File: src/uart_baud_pkg.sv
// Constants and carrier types for the UART baud rate generator.
// Assumes a 32-bit Avalon-MM bus with byte addresses and one clock.
package uart_baud_pkg;
   // Register byte offsets
   localparam logic [3:0]  OFF_BAUD   = 4'h0;
   localparam logic [3:0]  OFF_COMP   = 4'h4;
   localparam logic [3:0]  OFF_FUNC   = 4'h8;
   localparam logic [3:0]  OFF_STAT   = 4'hc;
   // Field positions in the divider and compensation registers
   localparam int          DIV_LSB    = 0;
   localparam int          DIV_W      = 16;
   localparam int          EDIV_LSB   = 24;
   localparam int          EDIV_W     = 4;
   localparam int          MODE_LSB   = 28;
   localparam int          SIGN_BIT   = 31;
   localparam int          MASK_W     = 9;
   localparam int          FUNC_W     = 2;
   localparam int          LEN_W      = 22;
   // Field positions in the status register
   localparam int          ST_IRDA    = 0;
   localparam int          ST_LIMIT   = 1;
   localparam int          ST_BUSY    = 2;
   localparam int          ST_KIND    = 4;
   // Reset values
   localparam logic [31:0] BAUD_RST   = 32'h0000_0000;
   localparam logic [31:0] COMP_RST   = 32'h0000_0000;
   localparam logic [1:0]  FUNC_RST   = 2'h0;
   // Prescale factors and divisor floors
   localparam logic [4:0]  PRESC_X16  = 5'h10;
   localparam logic [4:0]  PRESC_ONE  = 5'h01;
   localparam logic [3:0]  EDIV_MIN   = 4'h8;
   localparam logic [15:0] DIV_MIN_M2 = 16'h0009;
   localparam logic [16:0] DIV_OFFSET = 17'h0_0002;

   // Divider modes, from the two-bit mode field
   typedef enum logic [1:0] {
      MODE_X16    = 2'b00,
      MODE_RSVD   = 2'b01,
      MODE_EXTRA  = 2'b10,
      MODE_DIRECT = 2'b11
   } baudMode_t;

   // Function modes of the controller
   typedef enum logic [1:0] {
      FUNC_UART  = 2'b00,
      FUNC_LIN   = 2'b01,
      FUNC_IRDA  = 2'b10,
      FUNC_RS485 = 2'b11
   } funcMode_t;

   // Kind of bit being timed
   typedef enum logic [3:0] {
      BIT_START = 4'h0, BIT_D0 = 4'h1, BIT_D1 = 4'h2, BIT_D2 = 4'h3,
      BIT_D3 = 4'h4, BIT_D4 = 4'h5, BIT_D5 = 4'h6, BIT_D6 = 4'h7,
      BIT_D7 = 4'h8, BIT_PARITY = 4'h9, BIT_STOP = 4'ha
   } bitKind_t;

   // Avalon-MM request from the master
   typedef struct packed {
      logic        read;
      logic        write;
      logic [3:0]  address;
      logic [31:0] writedata;
      logic [3:0]  byteenable;
   } avReq_t;

   // Request to time one bit
   typedef struct packed {
      logic     load;
      bitKind_t kind;
   } bitReq_t;
endpackage
File: src/baud_tick_divider.sv
// Divides the kernel clock into the oversampling tick.
// Assumes the period is two or more and stable while enabled.
`timescale 1ns/1ps
`default_nettype none
module baud_tick_divider
   import uart_baud_pkg::*;
#(
   parameter int W = DIV_W + 1
)(
   // Clock and reset
   input  wire logic         ref_clk,
   input  wire logic         rst,
   // Control
   input  wire logic         restart,
   input  wire logic         enable,
   input  wire logic [W-1:0] period,
   // One-cycle enable pulse
   output var  logic         tick
);
   typedef struct packed {
      logic [W-1:0] cnt;
      logic         tick;
   } div_t;
   div_t state_r;   // Registered state
   div_t state_nxt; // Next state

   // Restart aligns the ticks to the start of each bit
   always_comb begin
      state_nxt = state_r;
      state_nxt.tick = 1'b0;
      if (restart) begin
         state_nxt.cnt = '0;
      end else if (enable) begin
         if (state_r.cnt >= period - W'(1)) begin
            state_nxt.cnt = '0;
            state_nxt.tick = 1'b1;
         end else begin
            state_nxt.cnt = state_r.cnt + W'(1);
         end
      end
   end

   // State register
   always_ff @(posedge ref_clk or posedge rst) begin
      if (rst) begin
         state_r <= '0;
      end else begin
         state_r <= state_nxt;
      end
   end

   assign tick = state_r.tick;
endmodule
`default_nettype wire

File: src/bit_timer.sv
// Times one serial bit in kernel clock cycles.
// Assumes the length is at least one cycle and stable with load.
`timescale 1ns/1ps
`default_nettype none
module bit_timer
   import uart_baud_pkg::*;
#(
   parameter int LW = LEN_W
)(
   // Clock and reset
   input  wire logic          ref_clk,
   input  wire logic          rst,
   // Bit request
   input  wire logic          load,
   input  wire logic [LW-1:0] len,
   // Bit events
   output var  logic          done,
   output var  logic          busy
);
   // Timer states
   typedef enum logic [0:0] {T_IDLE = 1'b0, T_RUN = 1'b1} tstate_t;
   typedef struct packed {
      tstate_t        st;
      logic [LW-1:0]  cnt;
      logic           done;
   } timer_t;
   timer_t state_r;   // Registered state
   timer_t state_nxt; // Next state

   // Count down; a new load restarts even a running bit
   always_comb begin
      state_nxt = state_r;
      state_nxt.done = 1'b0;
      case (state_r.st)
         T_IDLE: begin
            if (load) begin
               state_nxt.cnt = len;
               state_nxt.st = T_RUN;
            end
         end
         T_RUN: begin
            if (load) begin
               state_nxt.cnt = len;
            end else if (state_r.cnt <= LW'(1)) begin
               state_nxt.done = 1'b1;
               state_nxt.st = T_IDLE;
            end else begin
               state_nxt.cnt = state_r.cnt - LW'(1);
            end
         end
         default: state_nxt.st = T_IDLE;
      endcase
   end

   // State register
   always_ff @(posedge ref_clk or posedge rst) begin
      if (rst) begin
         state_r <= '0;
      end else begin
         state_r <= state_nxt;
      end
   end

   assign done = state_r.done;
   assign busy = (state_r.st == T_RUN);
endmodule
`default_nettype wire

File: src/uart_baud_gen.sv
// Baud rate generator with per-bit compensation and its registers.
// Assumes one kernel clock and an Avalon-MM master with waitrequest.
//
// What this block does
// Software selects UART, IrDA, LIN or RS-485
// Kernel clock divided into bit clock
// Mode field 29:28 selects divider mode
// Software keeps mode 0 under IrDA
// Mode 0: sixteen times divisor plus two
// Mode 1: extra divider; software keeps it >=8
// Mode 2: divisor plus two; floor nine
// Fast kernel clock needs divisor 3N-1
// Low-speed crystal allows divisor one
// Sign zero lengthens compensated bit
// Sign one shortens compensated bit
// Nine mask bits: data 7:0, parity
// Auto-baud result loads divisor field
// Auto-baud completion forces mode 2
// Start, stop uncompensated; divisor untouched
//
// Decided for this implementation: the Avalon-MM interface to the registers and the register offsets.
`timescale 1ns/1ps
`default_nettype none
module uart_baud_gen
   import uart_baud_pkg::*;
#(
   // Mode-2 divisor floor; one for a low-speed crystal
   parameter logic [15:0] MIN_DIV_DIRECT = DIV_MIN_M2
)(
   // Clock and reset
   input  wire logic        ref_clk,
   input  wire logic        rst,
   // Avalon-MM slave
   input  wire avReq_t      avReq,
   output var  logic [31:0] readdata,
   output var  logic        waitrequest,
   // Bit timing requests from the shifters
   input  wire bitReq_t     bitReq,
   output var  logic        bitDone,
   output var  logic        bitBusy,
   output var  logic        sampleTick,
   // Auto-baud measurement result
   input  wire logic        abDone,
   input  wire logic [15:0] abDivisor,
   // Selected modes
   output var  funcMode_t   funcMode,
   output var  baudMode_t   baudMode
);
   // Registered state of the block, bar the bit timer and tick divider
   typedef struct packed {
      logic [31:0] baud;     // Divider register
      logic [31:0] comp;     // Compensation register
      funcMode_t   func;     // Function select
      logic        waitReq;  // Bus wait state
      logic [31:0] rdata;    // Captured read data
      logic        limitErr; // Divisor or extra divider below its floor
      logic        irdaErr;  // IrDA without mode 0
      bitKind_t    kind;     // Kind of the last bit
   } state_t;

   state_t            state_r;    // Registered state
   state_t            state_nxt;  // Next state
   logic              reqValid;   // Read or write pending
   logic              accept;     // Request completes this edge
   logic [31:0]       wrMerged;   // Write data merged by lanes
   logic [31:0]       statusWord; // Status register image
   logic [31:0]       readMux;    // Addressed register value
   logic [15:0]       baud_divisor;        // Baud divisor field
   logic [3:0]        edm;        // Extra divider field
   baudMode_t         modeNow;    // Current divider mode
   logic [MASK_W-1:0] maskBits;   // Compensation mask
   logic              signBit;    // Compensation sign
   logic [4:0]        presc;      // Oversampling ticks per bit
   logic [LEN_W-1:0]  baseLen;    // Uncompensated bit length
   logic [LEN_W-1:0]  tLen;       // Bit length sent to timer
   logic [MASK_W-1:0] compHit;    // Mask bit hit per bit kind
   logic              compAny;    // This bit is compensated
   logic [16:0]       tickPeriod; // Divisor plus two

   // Byte-lane merge for partial writes
   function automatic logic [31:0] mergeBytes(
      input logic [31:0] oldVal,
      input logic [31:0] newVal,
      input logic [3:0]  be
   );
      logic [31:0] m;
      m = oldVal;
      for (int b = 0; b < 4; b++) begin
         if (be[b]) begin
            m[8*b +: 8] = newVal[8*b +: 8];
         end
      end
      return m;
   endfunction

   // Field views of the registers
   assign baud_divisor      = state_r.baud[DIV_LSB +: DIV_W];
   assign edm      = state_r.baud[EDIV_LSB +: EDIV_W];
   assign modeNow  = baudMode_t'(state_r.baud[MODE_LSB +: 2]);
   assign maskBits = state_r.comp[MASK_W-1:0];
   assign signBit  = state_r.comp[SIGN_BIT];

   // Oversampling ticks per bit for each mode
   always_comb begin
      case (modeNow)
         MODE_EXTRA:  presc = {1'b0, edm} + 5'h01;
         MODE_DIRECT: presc = PRESC_ONE;
         default:     presc = PRESC_X16;
      endcase
   end

   // Divisor plus two sets the tick; presc ticks make one bit
   assign tickPeriod = {1'b0, baud_divisor} + DIV_OFFSET;
   assign baseLen    = LEN_W'(presc) * LEN_W'(tickPeriod);

   // One mask bit per data bit and parity; start and stop have none
   for (genvar i = 0; i < MASK_W; i++) begin : g_comp
      assign compHit[i] = maskBits[i] &&
         (bitReq.kind == 4'(int'(BIT_D0) + i));
   end
   assign compAny = |compHit;

   // Compensation moves one kernel cycle; the divisor stays as is
   always_comb begin
      if (!compAny) begin
         tLen = baseLen;
      end else if (signBit) begin
         tLen = baseLen - LEN_W'(1);
      end else begin
         tLen = baseLen + LEN_W'(1);
      end
   end

   // Status image: own checks, busy and the bit being timed
   always_comb begin
      statusWord = '0;
      statusWord[ST_IRDA]       = state_r.irdaErr;
      statusWord[ST_LIMIT]      = state_r.limitErr;
      statusWord[ST_BUSY]       = bitBusy;
      statusWord[ST_KIND +: 4]  = state_r.kind;
   end

   // Read decode; unmapped offsets read as zero
   always_comb begin
      case (avReq.address)
         OFF_BAUD: readMux = state_r.baud;
         OFF_COMP: readMux = state_r.comp;
         OFF_FUNC: readMux = {30'h0, state_r.func};
         OFF_STAT: readMux = statusWord;
         default:  readMux = 32'h0000_0000;
      endcase
   end

   // One wait cycle, then the request completes
   assign reqValid = avReq.read | avReq.write;
   assign accept   = reqValid && !state_r.waitReq;
   assign wrMerged = mergeBytes(readMux, avReq.writedata,
                                avReq.byteenable);

   // Next-state logic for registers, bus and checks
   always_comb begin
      state_nxt = state_r;
      // Waitrequest drops for exactly one cycle per request
      state_nxt.waitReq = !(reqValid && state_r.waitReq);
      // Read data are captured during the wait cycle
      if (avReq.read && state_r.waitReq) begin
         state_nxt.rdata = readMux;
      end
      // Writes land at the edge that ends the request
      if (accept && avReq.write) begin
         case (avReq.address)
            OFF_BAUD: state_nxt.baud = wrMerged;
            OFF_COMP: state_nxt.comp = wrMerged;
            OFF_FUNC: state_nxt.func =
               funcMode_t'(wrMerged[FUNC_W-1:0]);
            default:  state_nxt.baud = state_r.baud; // Ignored
         endcase
      end
      // Auto-baud result wins over a software write that edge
      if (abDone) begin
         state_nxt.baud[DIV_LSB +: DIV_W] = abDivisor;
         state_nxt.baud[MODE_LSB +: 2]   = 2'b11;
      end
      // Floors that software must honour; flagged, not enforced
      state_nxt.limitErr =
         ((modeNow == MODE_EXTRA) && (edm < EDIV_MIN)) ||
         ((modeNow == MODE_DIRECT) &&
          (baud_divisor < MIN_DIV_DIRECT));
      // IrDA timing only works from the x16 divider
      state_nxt.irdaErr = (state_r.func == FUNC_IRDA) &&
                          (modeNow != MODE_X16);
      // Remember which bit is being timed
      if (bitReq.load) begin
         state_nxt.kind = bitReq.kind;
      end
   end

   // State register; reset gives mode 0, divisor 0, UART function
   always_ff @(posedge ref_clk or posedge rst) begin
      if (rst) begin
         state_r <= '{baud: BAUD_RST, comp: COMP_RST,
                      func: funcMode_t'(FUNC_RST), waitReq: 1'b1,
                      rdata: 32'h0000_0000, limitErr: 1'b0,
                      irdaErr: 1'b0, kind: BIT_START};
      end else begin
         state_r <= state_nxt;
      end
   end

   // Bit length counter, restarted by every bit request
   bit_timer #(
      .LW (LEN_W)
   ) u_bitTimer (
      .ref_clk (ref_clk),
      .rst     (rst),
      .load    (bitReq.load),
      .len     (tLen),
      .done    (bitDone),
      .busy    (bitBusy)
   );

   // Oversampling tick, aligned to each bit start
   baud_tick_divider #(
      .W (DIV_W + 1)
   ) u_tickDiv (
      .ref_clk (ref_clk),
      .rst     (rst),
      .restart (bitReq.load),
      .enable  (bitBusy),
      .period  (tickPeriod),
      .tick    (sampleTick)
   );

   // Outputs straight from registers
   assign readdata    = state_r.rdata;
   assign waitrequest = state_r.waitReq;
   assign funcMode    = state_r.func;
   assign baudMode    = modeNow;

   // A completed function select write shows on the mode output
   property p_funcSel;
      @(posedge ref_clk) disable iff (rst)
      (avReq.write && !waitrequest && avReq.address == OFF_FUNC &&
       avReq.byteenable[0])
      |=> (funcMode == $past(avReq.writedata[1:0]));
   endproperty
   a_funcSel: assert property (p_funcSel)
      else $error("function select write not applied");

   // A two-cycle bit ends exactly three edges after its load
   property p_bitPeriod;
      @(posedge ref_clk) disable iff (rst)
      (bitReq.load && tLen == 22'd2) ##1 (!bitReq.load) [*2]
      |=> bitDone;
   endproperty
   a_bitPeriod: assert property (p_bitPeriod)
      else $error("bit done not on time");

   // Mode 0 start bit lasts sixteen ticks of divisor plus two
   property p_mode0Len;
      @(posedge ref_clk) disable iff (rst)
      (bitReq.load && baudMode == MODE_X16 && bitReq.kind == BIT_START)
      |-> (tLen == 22'd16 * ({6'd0, baud_divisor} + 22'd2));
   endproperty
   a_mode0Len: assert property (p_mode0Len)
      else $error("mode 0 bit length wrong");

   // Mode 1 stop bit uses the extra divider plus one
   property p_mode1Len;
      @(posedge ref_clk) disable iff (rst)
      (bitReq.load && baudMode == MODE_EXTRA && bitReq.kind == BIT_STOP)
      |-> (tLen == ({18'd0, edm} + 22'd1) * ({6'd0, baud_divisor} + 22'd2));
   endproperty
   a_mode1Len: assert property (p_mode1Len)
      else $error("mode 1 bit length wrong");

   // Mode 2 divides directly; low divisor raises the flag next edge
   property p_mode2Limit;
      @(posedge ref_clk) disable iff (rst)
      (baudMode == MODE_DIRECT && baud_divisor < MIN_DIV_DIRECT && !abDone)
      ##1 $stable(state_r.baud) |-> state_r.limitErr;
   endproperty
   a_mode2Limit: assert property (p_mode2Limit)
      else $error("mode 2 divisor floor not flagged");

   // Positive compensation adds one cycle to a masked data bit
   property p_lengthen;
      @(posedge ref_clk) disable iff (rst)
      (bitReq.load && baudMode == MODE_DIRECT &&
       bitReq.kind == BIT_D0 && maskBits[0] && !signBit)
      |-> (tLen == {6'd0, baud_divisor} + 22'd3);
   endproperty
   a_lengthen: assert property (p_lengthen)
      else $error("compensated bit not lengthened");

   // Negative compensation removes one cycle
   property p_shorten;
      @(posedge ref_clk) disable iff (rst)
      (bitReq.load && baudMode == MODE_DIRECT &&
       bitReq.kind == BIT_D7 && maskBits[7] && signBit)
      |-> (tLen == {6'd0, baud_divisor} + 22'd1);
   endproperty
   a_shorten: assert property (p_shorten)
      else $error("compensated bit not shortened");

   // Parity follows mask bit 8 alone
   property p_parity;
      @(posedge ref_clk) disable iff (rst)
      (bitReq.load && baudMode == MODE_DIRECT &&
       bitReq.kind == BIT_PARITY && !maskBits[8])
      |-> (tLen == {6'd0, baud_divisor} + 22'd2);
   endproperty
   a_parity: assert property (p_parity)
      else $error("parity compensated without mask bit");

   // Start and stop bits are never compensated
   property p_startStop;
      @(posedge ref_clk) disable iff (rst)
      (bitReq.load && baudMode == MODE_DIRECT &&
       (bitReq.kind == BIT_START || bitReq.kind == BIT_STOP))
      |-> (tLen == {6'd0, baud_divisor} + 22'd2);
   endproperty
   a_startStop: assert property (p_startStop)
      else $error("start or stop bit compensated");

   // Auto-baud result lands in the divisor field
   property p_abDiv;
      @(posedge ref_clk) disable iff (rst)
      abDone |=> (baud_divisor == $past(abDivisor));
   endproperty
   a_abDiv: assert property (p_abDiv)
      else $error("auto-baud divisor not loaded");

   // Auto-baud completion selects mode 2
   property p_abMode;
      @(posedge ref_clk) disable iff (rst)
      abDone |=> (baudMode == MODE_DIRECT);
   endproperty
   a_abMode: assert property (p_abMode)
      else $error("auto-baud did not select mode 2");
endmodule
`default_nettype wire

File: config.mk
export PLATFORM = sky130hd
export DESIGN_NAME = uart_baud_gen
export DESIGN_NICKNAME = d
export VERILOG_FILES = /design/src/uart_baud_pkg.sv /design/src/baud_tick_divider.sv /design/src/bit_timer.sv /design/src/uart_baud_gen.sv
export SDC_FILE = /design/constraint.sdc
export NUM_CORES = 1
export LEC_CHECK = 0
export BUFFER_PORTS_ARGS = -buffer_cell sky130_fd_sc_hd__buf_2
export CAP_MARGIN = 5
export CORE_MARGIN = 2
export CORE_UTILIZATION = 66
export CTS_CLUSTER_SIZE = 10
export DETAILED_ROUTE_END_ITERATION = 8
export PLACE_DENSITY = 0.85
export REMOVE_ABC_BUFFERS = 1
export SLEW_MARGIN = 20
export SYNTH_ARGS = -nofsm -noshare
export SYNTH_HDL_FRONTEND = slang
export SYNTH_SLANG_ARGS = --single-unit
File: constraint.sdc
create_clock -name ref_clk -period 12.2 [get_ports ref_clk]
set_input_delay 1.22 -clock ref_clk [delete_from_list [all_inputs] [get_ports ref_clk]]
set_output_delay 1.22 -clock ref_clk [all_outputs]
set_load 0.005 [all_outputs]
; ---- After elaboration in Yosys (flattened, before gate mapping)
; Cells that the tools add are included.
; W data, S select, Z words.
[word_totals]
regBits = 147
out_inout_bits = 40
word_cells = 103
[classes]
addsub = 7
n_mul = 1
magnitude_cmp = 4
eq_ne = 17
n_mux = 28
bitwise_logic = 2
reduce_logical = 30
[ops]
columns = operator, count
row1 = $pmux W32 S4, 1
row2 = $mux W22, 4
row3 = $mux W64, 1
row4 = $pmux W23 S2, 1
row5 = $sub A22 B1 Y22 const B, 2
row6 = $mux W17, 2
row7 = $mux W32, 1
row8 = $mux W8, 4
row9 = $mux W30, 1
row10 = $mux W23, 1
row11 = $add A22 B1 Y22 const B, 1
row12 = $le A22 B1 Y1 const B, 1
row13 = $mul A5 B17 Y22, 1
row14 = $eq A4 B3 Y1 const B, 5
row15 = $mux W18, 1
row16 = $add A16 B2 Y17 const B, 1
row17 = $add A17 B1 Y17 const B, 1
row18 = $ge A17 B17 Y1, 1
row19 = $sub A17 B1 Y17 const B, 1
row20 = $eq A4 B4 Y1 const B, 4
row21 = $logic_and A1 B1 Y1, 16
row22 = $lt A16 B4 Y1 const B, 1
row23 = $mux W16, 1
row24 = $pmux W5 S2, 1
row25 = other kinds (17), 35

; ---- Longest topological paths before layout
[depth]
ltp_word = 8
ltp_mapped = 30
ltp_nobuf = 28

; ---- Cells and area by module
; Synthesis repeated with hierarchy kept, for this count alone.
[hier_totals]
cells_unflattened = 1407
hier_area_um2 = 12278.0
[modules_own_cells]
columns = mod, n_inst, cells_per_inst, area_per_inst_um2, seq_area_each_um2
row1 = uart_baud_gen, 1, 1043, 9067.4, 2628.8
row2 = baud_tick_divider, 1, 190, 1637.8, 450.4
row3 = bit_timer, 1, 174, 1572.8, 600.6

; ---- Worst setup path after synthesis
; OpenSTA, ideal clock, no wires.
[synth_path]
path_type = flip-flop to flip-flop
startpoint = register state_r (netlist bit baud_divisor[1])
endpoint = register u_bitTimer.state_r[22] (netlist name)
setup_time_ns = 0.134
arrival_ns = 6.573
t_required_ns = 12.066
path_slack_ns = 5.493
path_stages_with_launch = 30
n_path_buf = 2
synth_period_minus_slack_ns = 6.707
path_cell_list = dfrtp_1 > ha_1 > clkbuf_1 > nand2_1 > xor2_1 > nor2_1 > fa_1 > fa_1 > inv_1 > fa_1 > inv_1 > ha_1 > a21o_1 > a21o_1 > a21o_1 > a31oi_1 > nor2_1 > nor2_1 > xnor2_1 > ha_1 > clkbuf_1 > nand2_1 > o21ai_0 > or2_2 > o22ai_1 > o41ai_1 > mux2i_1 > xor2_1 > xor2_1 > a21oi_1
[synth_via]
elab_chain_len = 7
[synth_lines]
columns = element, line_no
row1 = "start, declared", uart_baud_gen.sv:61  ; state_t state_r;
row2 = "start signal, assigned", uart_baud_gen.sv:201  ; state_r <= '{baud: BAUD_RST, comp: COMP_RST,
row3 = "start signal, assigned", uart_baud_gen.sv:206  ; state_r <= state_nxt;
row4 = $add A16 B2 Y17 (*), uart_baud_gen.sv:113  ; assign tickPeriod = {1'b0, baud_divisor} + DIV_OFFSET;
row5 = $mul A5 B17 Y22 (*), uart_baud_gen.sv:114  ; assign baseLen = LEN_W'(presc) * LEN_W'(tickPeriod);
row6 = $add A22 B1 Y22 or $sub A22 B1 Y22 (tied branches), "uart_baud_gen.sv:130, uart_baud_gen.sv:128"
row7 = $mux W22, uart_baud_gen.sv:127  ; end else if (signBit) begin
row8 = $mux W22 (*), uart_baud_gen.sv:125  ; if (!compAny) begin
row9 = $mux W22 or $mux W23 (tied branches), "bit_timer.sv:42, bit_timer.sv:36"
row10 = $pmux W23 S2 (*), bit_timer.sv:34  ; case (state_r.st)
row11 = "end signal, assigned", bit_timer.sv:60  ; state_r <= state_nxt;
row12 = "end, declared", bit_timer.sv:27  ; timer_t state_r;
; Mark *: on every way between the ends. The rest lies on a longest branch, timed or not. The select of a mux whose other input is x is not followed.
; A chain may end at the register's enable or synchronous reset.

; ---- Final worst setup path
; Same ends and word-level chain as after synthesis.

==> tab_implementation.tex <==
\begin{tabular}{lr}
\hline
Metric & Value \\
\hline
\multicolumn{2}{l}{\textbf{Routing}} \\
Violation count after the first detailed-route iteration & 949 \\
Post-detailed-routing wire length & 30,000 um \\
Detailed-routing iteration count for the pre-antenna-repair pass & 5 \\
Antenna Nets Post-Route & 0 \\
WL/cell & 17.1 um \\
Vias & 10,800 \\
Routed via count divided by cell count & 6.15 \\
Number of remaining DRC errors & 0 \\
\multicolumn{2}{l}{\textbf{STA}} \\
Achievable Freq & 136 MHz \\
Worst path setup slack after routing & 4830 ps \\
Final setup violation count & 0 \\
Final Hold Fails & 0 \\
Period minus WS final & 7370 ps \\
Number of max-slew violations in the final report & 0 \\
Worst slew margin relative to its limit & 0.304 \\
Sum of negative setup slack & 0 ps \\
Tcrit/Tclk final & 0.604 \\
Transition at the pin with the smallest max-transition slack & 1040 ps \\
Worst clock skew on the final layout & 9.81 ps \\
Unrepaired setup endpoints after global routing & no \\
\multicolumn{2}{l}{\textbf{Synthesis}} \\
Most frequent cell after synthesis & sky130\_fd\_sc\_hd\_\_nand2\_1 \\
Cell Area, Synth & 12,300 um\^{}2 \\
Largest area contributor in the synthesized netlist & sky130\_fd\_sc\_hd\_\_dfrtp\_1 \\
Prevailing post-synth register cell & sky130\_fd\_sc\_hd\_\_dfrtp\_1 \\
Adder-Cell Fraction of Synth Area & 0.154 \\
Share of the yosys chip area belonging to registers & 0.299 \\
Synthesized-area fraction occupied by xor and xnor cells & 0.0456 \\
Commonest cells in the synthesized netlist & 176 x sky130\_fd\_sc\_hd\_\_nand2\_1, 151 x sky130\_fd\_sc\_hd\_\_nor2\_1, 146 x sky130\_fd\_sc\_hd\_\_dfrtp\_1 \\
Main combinational cell family by area after synthesis & compound AO/OA/AOI/OAI gates \\
Avg Inst Size Synth & 8.30 um\^{}2 \\
Simple-gate share of the synthesized area & 0.181 \\
Cells taking the most area after synthesis & sky130\_fd\_sc\_hd\_\_dfrtp\_1 30\%, sky130\_fd\_sc\_hd\_\_ha\_1 7.9\%, sky130\_fd\_sc\_hd\_\_fa\_1 7.5\% \\
Number of enable flip-flop cells after synthesis & 0 \\
Mux share of post-synthesis cell area & 0.0535 \\
Post-synthesis sequential element count & 147 \\
Fraction of synthesis flops using an asynchronous set or reset pin & 1.00 \\
Unique masters post-synth & 72 \\
Number of instances in the synthesized netlist & 1,483 \\
Fraction of the mapped netlist area in compound gates & 0.183 \\
Area share of the largest cell type after synthesis & 0.297 \\
Warnings, synthesis & 0 \\
\multicolumn{2}{l}{\textbf{Critical path}} \\
Critical path class & flop to flop \\
Critical path launch point type & flop \\
Cell with the largest stage delay on the worst path & sky130\_fd\_sc\_hd\_\_fa\_1 \\
Data required, critical path & 12,500 ps \\
Worst stage delay on the critical path & 560 ps \\
Launch point of the worst reg-to-reg path & baud\_divisor[1] \\
Register-to-register path setup slack & 4830 ps \\
Kind of end point of the critical path & flop \\
Maximum fanout count along the critical path & 10 \\
End of the worst register-to-register path & u\_bitTimer.state\_r[22] \\
Path depth of the worst reg2reg path & 27 \\
Crit path DAT & 7670 ps \\
\multicolumn{2}{l}{\textbf{Finish}} \\
Final net count & 1,703 \\
Total non-filler cell area in the finished layout & 13,200 um\^{}2 \\
Core occupancy in the finished layout & 0.728 \\
Layout Area Growth over Synthesis & 7.43\% \\
Number of antenna diodes & 0 \\
Share of cells above drive strength 1 & 0.134 \\
\multicolumn{2}{l}{\textbf{Clock tree}} \\
H-tree lvl count & 4 \\
\# Post-CTS Setup Buffers & 0 \\
Clock-pin slew reported for the worst setup and hold paths after clock tree synthesis & 70 ps \\
Clock latency reported for the late side of the worst-skew pair & 440 ps \\
Number of clock sinks & 147 \\
Count of instances resized after the clock tree is built & 0 \\
TritonCTS buffer count & 17 \\
Clock tree from TritonCTS & built \\
Deepest clock path buffer count & 2 \\
Buffer cell driving the clock tree root & sky130\_fd\_sc\_hd\_\_clkbuf\_16 \\
\# hold bufs at CTS & 0 \\
\multicolumn{2}{l}{\textbf{Power and ir drop}} \\
Power density normalized to cell area & 107 nW/um\^{}2 \\
Static power due to leakage & 6.42 nW \\
Max VDD drop & 0.111 mV \\
Total Power Consumption & 1.42 mW \\
\multicolumn{2}{l}{\textbf{Floorplanning}} \\
Top-Level Pins & 106 \\
Core region area & 18,100 um\^{}2 \\
Row Count & 49 \\
Starting density of the core & 0.678 \\
DIE AREA & 19,800 um\^{}2 \\
Floorplan die width & 141 um \\
Overall die height & 141 um \\
\multicolumn{2}{l}{\textbf{Global route}} \\
Antenna violations before repair & 0 \\
Wire length of the first global-routing pass & 50,300 um \\
Total global routing overflow & 0 \\
Via count of the first global-routing pass & 10,600 \\
Largest net degree at the start of global routing & 81 \\
GRT Resource Usage Total & 0.314 \\
\multicolumn{2}{l}{\textbf{Worst hold path}} \\
Min-delay src & readdata[11] \\
Capture endpoint of the worst hold path & readdata[11] \\
Worst hold path stage count & 2 \\
Type of the worst min-delay path & flop to flop \\
\multicolumn{2}{l}{\textbf{Run status}} \\
Outcome & complete, no violations \\
\multicolumn{2}{l}{\textbf{Placed design}} \\
Placed wire-length estimate after detailed placement & 21,800 um \\
Port Buffers & 105 \\
Worst setup slack after placement & 5000 ps \\
Final estimated routing congestion in global placement & 1.02 \\
Placed cell area & 12,600 um\^{}2 \\
\multicolumn{2}{l}{\textbf{Run}} \\
Max-capacitance violation count & 0 \\
\hline
\end{tabular}
==> area by class of cell <==
cell class                 count  area [um^2]
multi-input combinational   1110         7620
fill                        1333         4930
sequential                   147         3680
timing repair buffer         114          593
inverter                     123          467
clock buffer                  18          429
tap                          229          287
clock inverter                14          141
==> flip-flops by register name (all words and copies together) (netlist names) <==
name	cells
maskBits	9
u_bitTimer.state_r	22
u_tickDiv.tick	1
baudMode	2
u_bitTimer.busy	1
signBit	1
readdata	32
u_bitTimer.done	1
edm	4
funcMode	2
state_r	38
baud_divisor	16
waitrequest	1
u_tickDiv.state_r	17
==> worst max-delay path by stage <==
stage	depth (start not counted)	endpoint	slack, ps	from
4_1_cts	27	u_bitTimer.state_r[22]	4910	baud_divisor[1]
3_3_place_gp	27	u_bitTimer.state_r[22]	5220	baud_divisor[1]
3_5_place_dp	27	u_bitTimer.state_r[22]	5000	baud_divisor[1]
5_1_grt	26	u_bitTimer.state_r[22]	4330	baud_divisor[1]
2_1_floorplan	26	u_bitTimer.state_r[22]	5600	edm[0]
6_report	27	u_bitTimer.state_r[22]	4830	baud_divisor[1]
==> worst max-delay path: cells and delay by family (launching register included) <==
kind / cells / cell delay (ps)
adders and majority gates: 6 / 2790
AOI/OAI and AO/OA: 7 / 1640
xor gates and xnor gates: 4 / 1020
and+or+nand+nor: 7 / 880
DFF: 1 / 520
muxes: 1 / 280
buffers and inverters: 2 / 100
==> cells by family after synthesis <==
group | Yosys count
AO/OA/AOI/OAI | 375
XOR/XNOR | 64
adder cells (fa/ha/maj) | 124
buffers and inverters | 226
flip-flops | 147
multiplexers | 58
AND/OR/NAND/NOR | 489
==> layer usage <==
metal / routed length, um / GRT usage
met2: 14200 / 0.513
met3: 2440 / 0.0663
met1: 12800 / 0.415
met4: 662 / 0.116
met5: 0 / 0
==> per-stage QoR <==
step                hold slack [ps]  std cells
detailed placement              466       1723
floorplan                       450       1380
finish                          478       1755
global route                    499       1755
CTS                             483       1755
global placement                458       1723
==> placed cells by master, fill, tap and decap left out, drive strengths merged, types with 32 or more instances in the layout <==
master  count
a21oi     101
xor2       32
nand3      37
inv       132
dfrtp     146
o21ai     146
mux2       32
buf       114
nand2     176
xnor2      32
ha         78
fa         46
nor2      151
==> report_power, final <==
| group | switching [mW] | internal, mW |
|---|---|---|
| sequential | 0.0472 | 0.532 |
| combinational | 0.195 | 0.126 |
| clock | 0.230 | 0.288 |
| total | 0.472 | 0.946 |
Note: power is estimated with default switching activity, not from simulation.
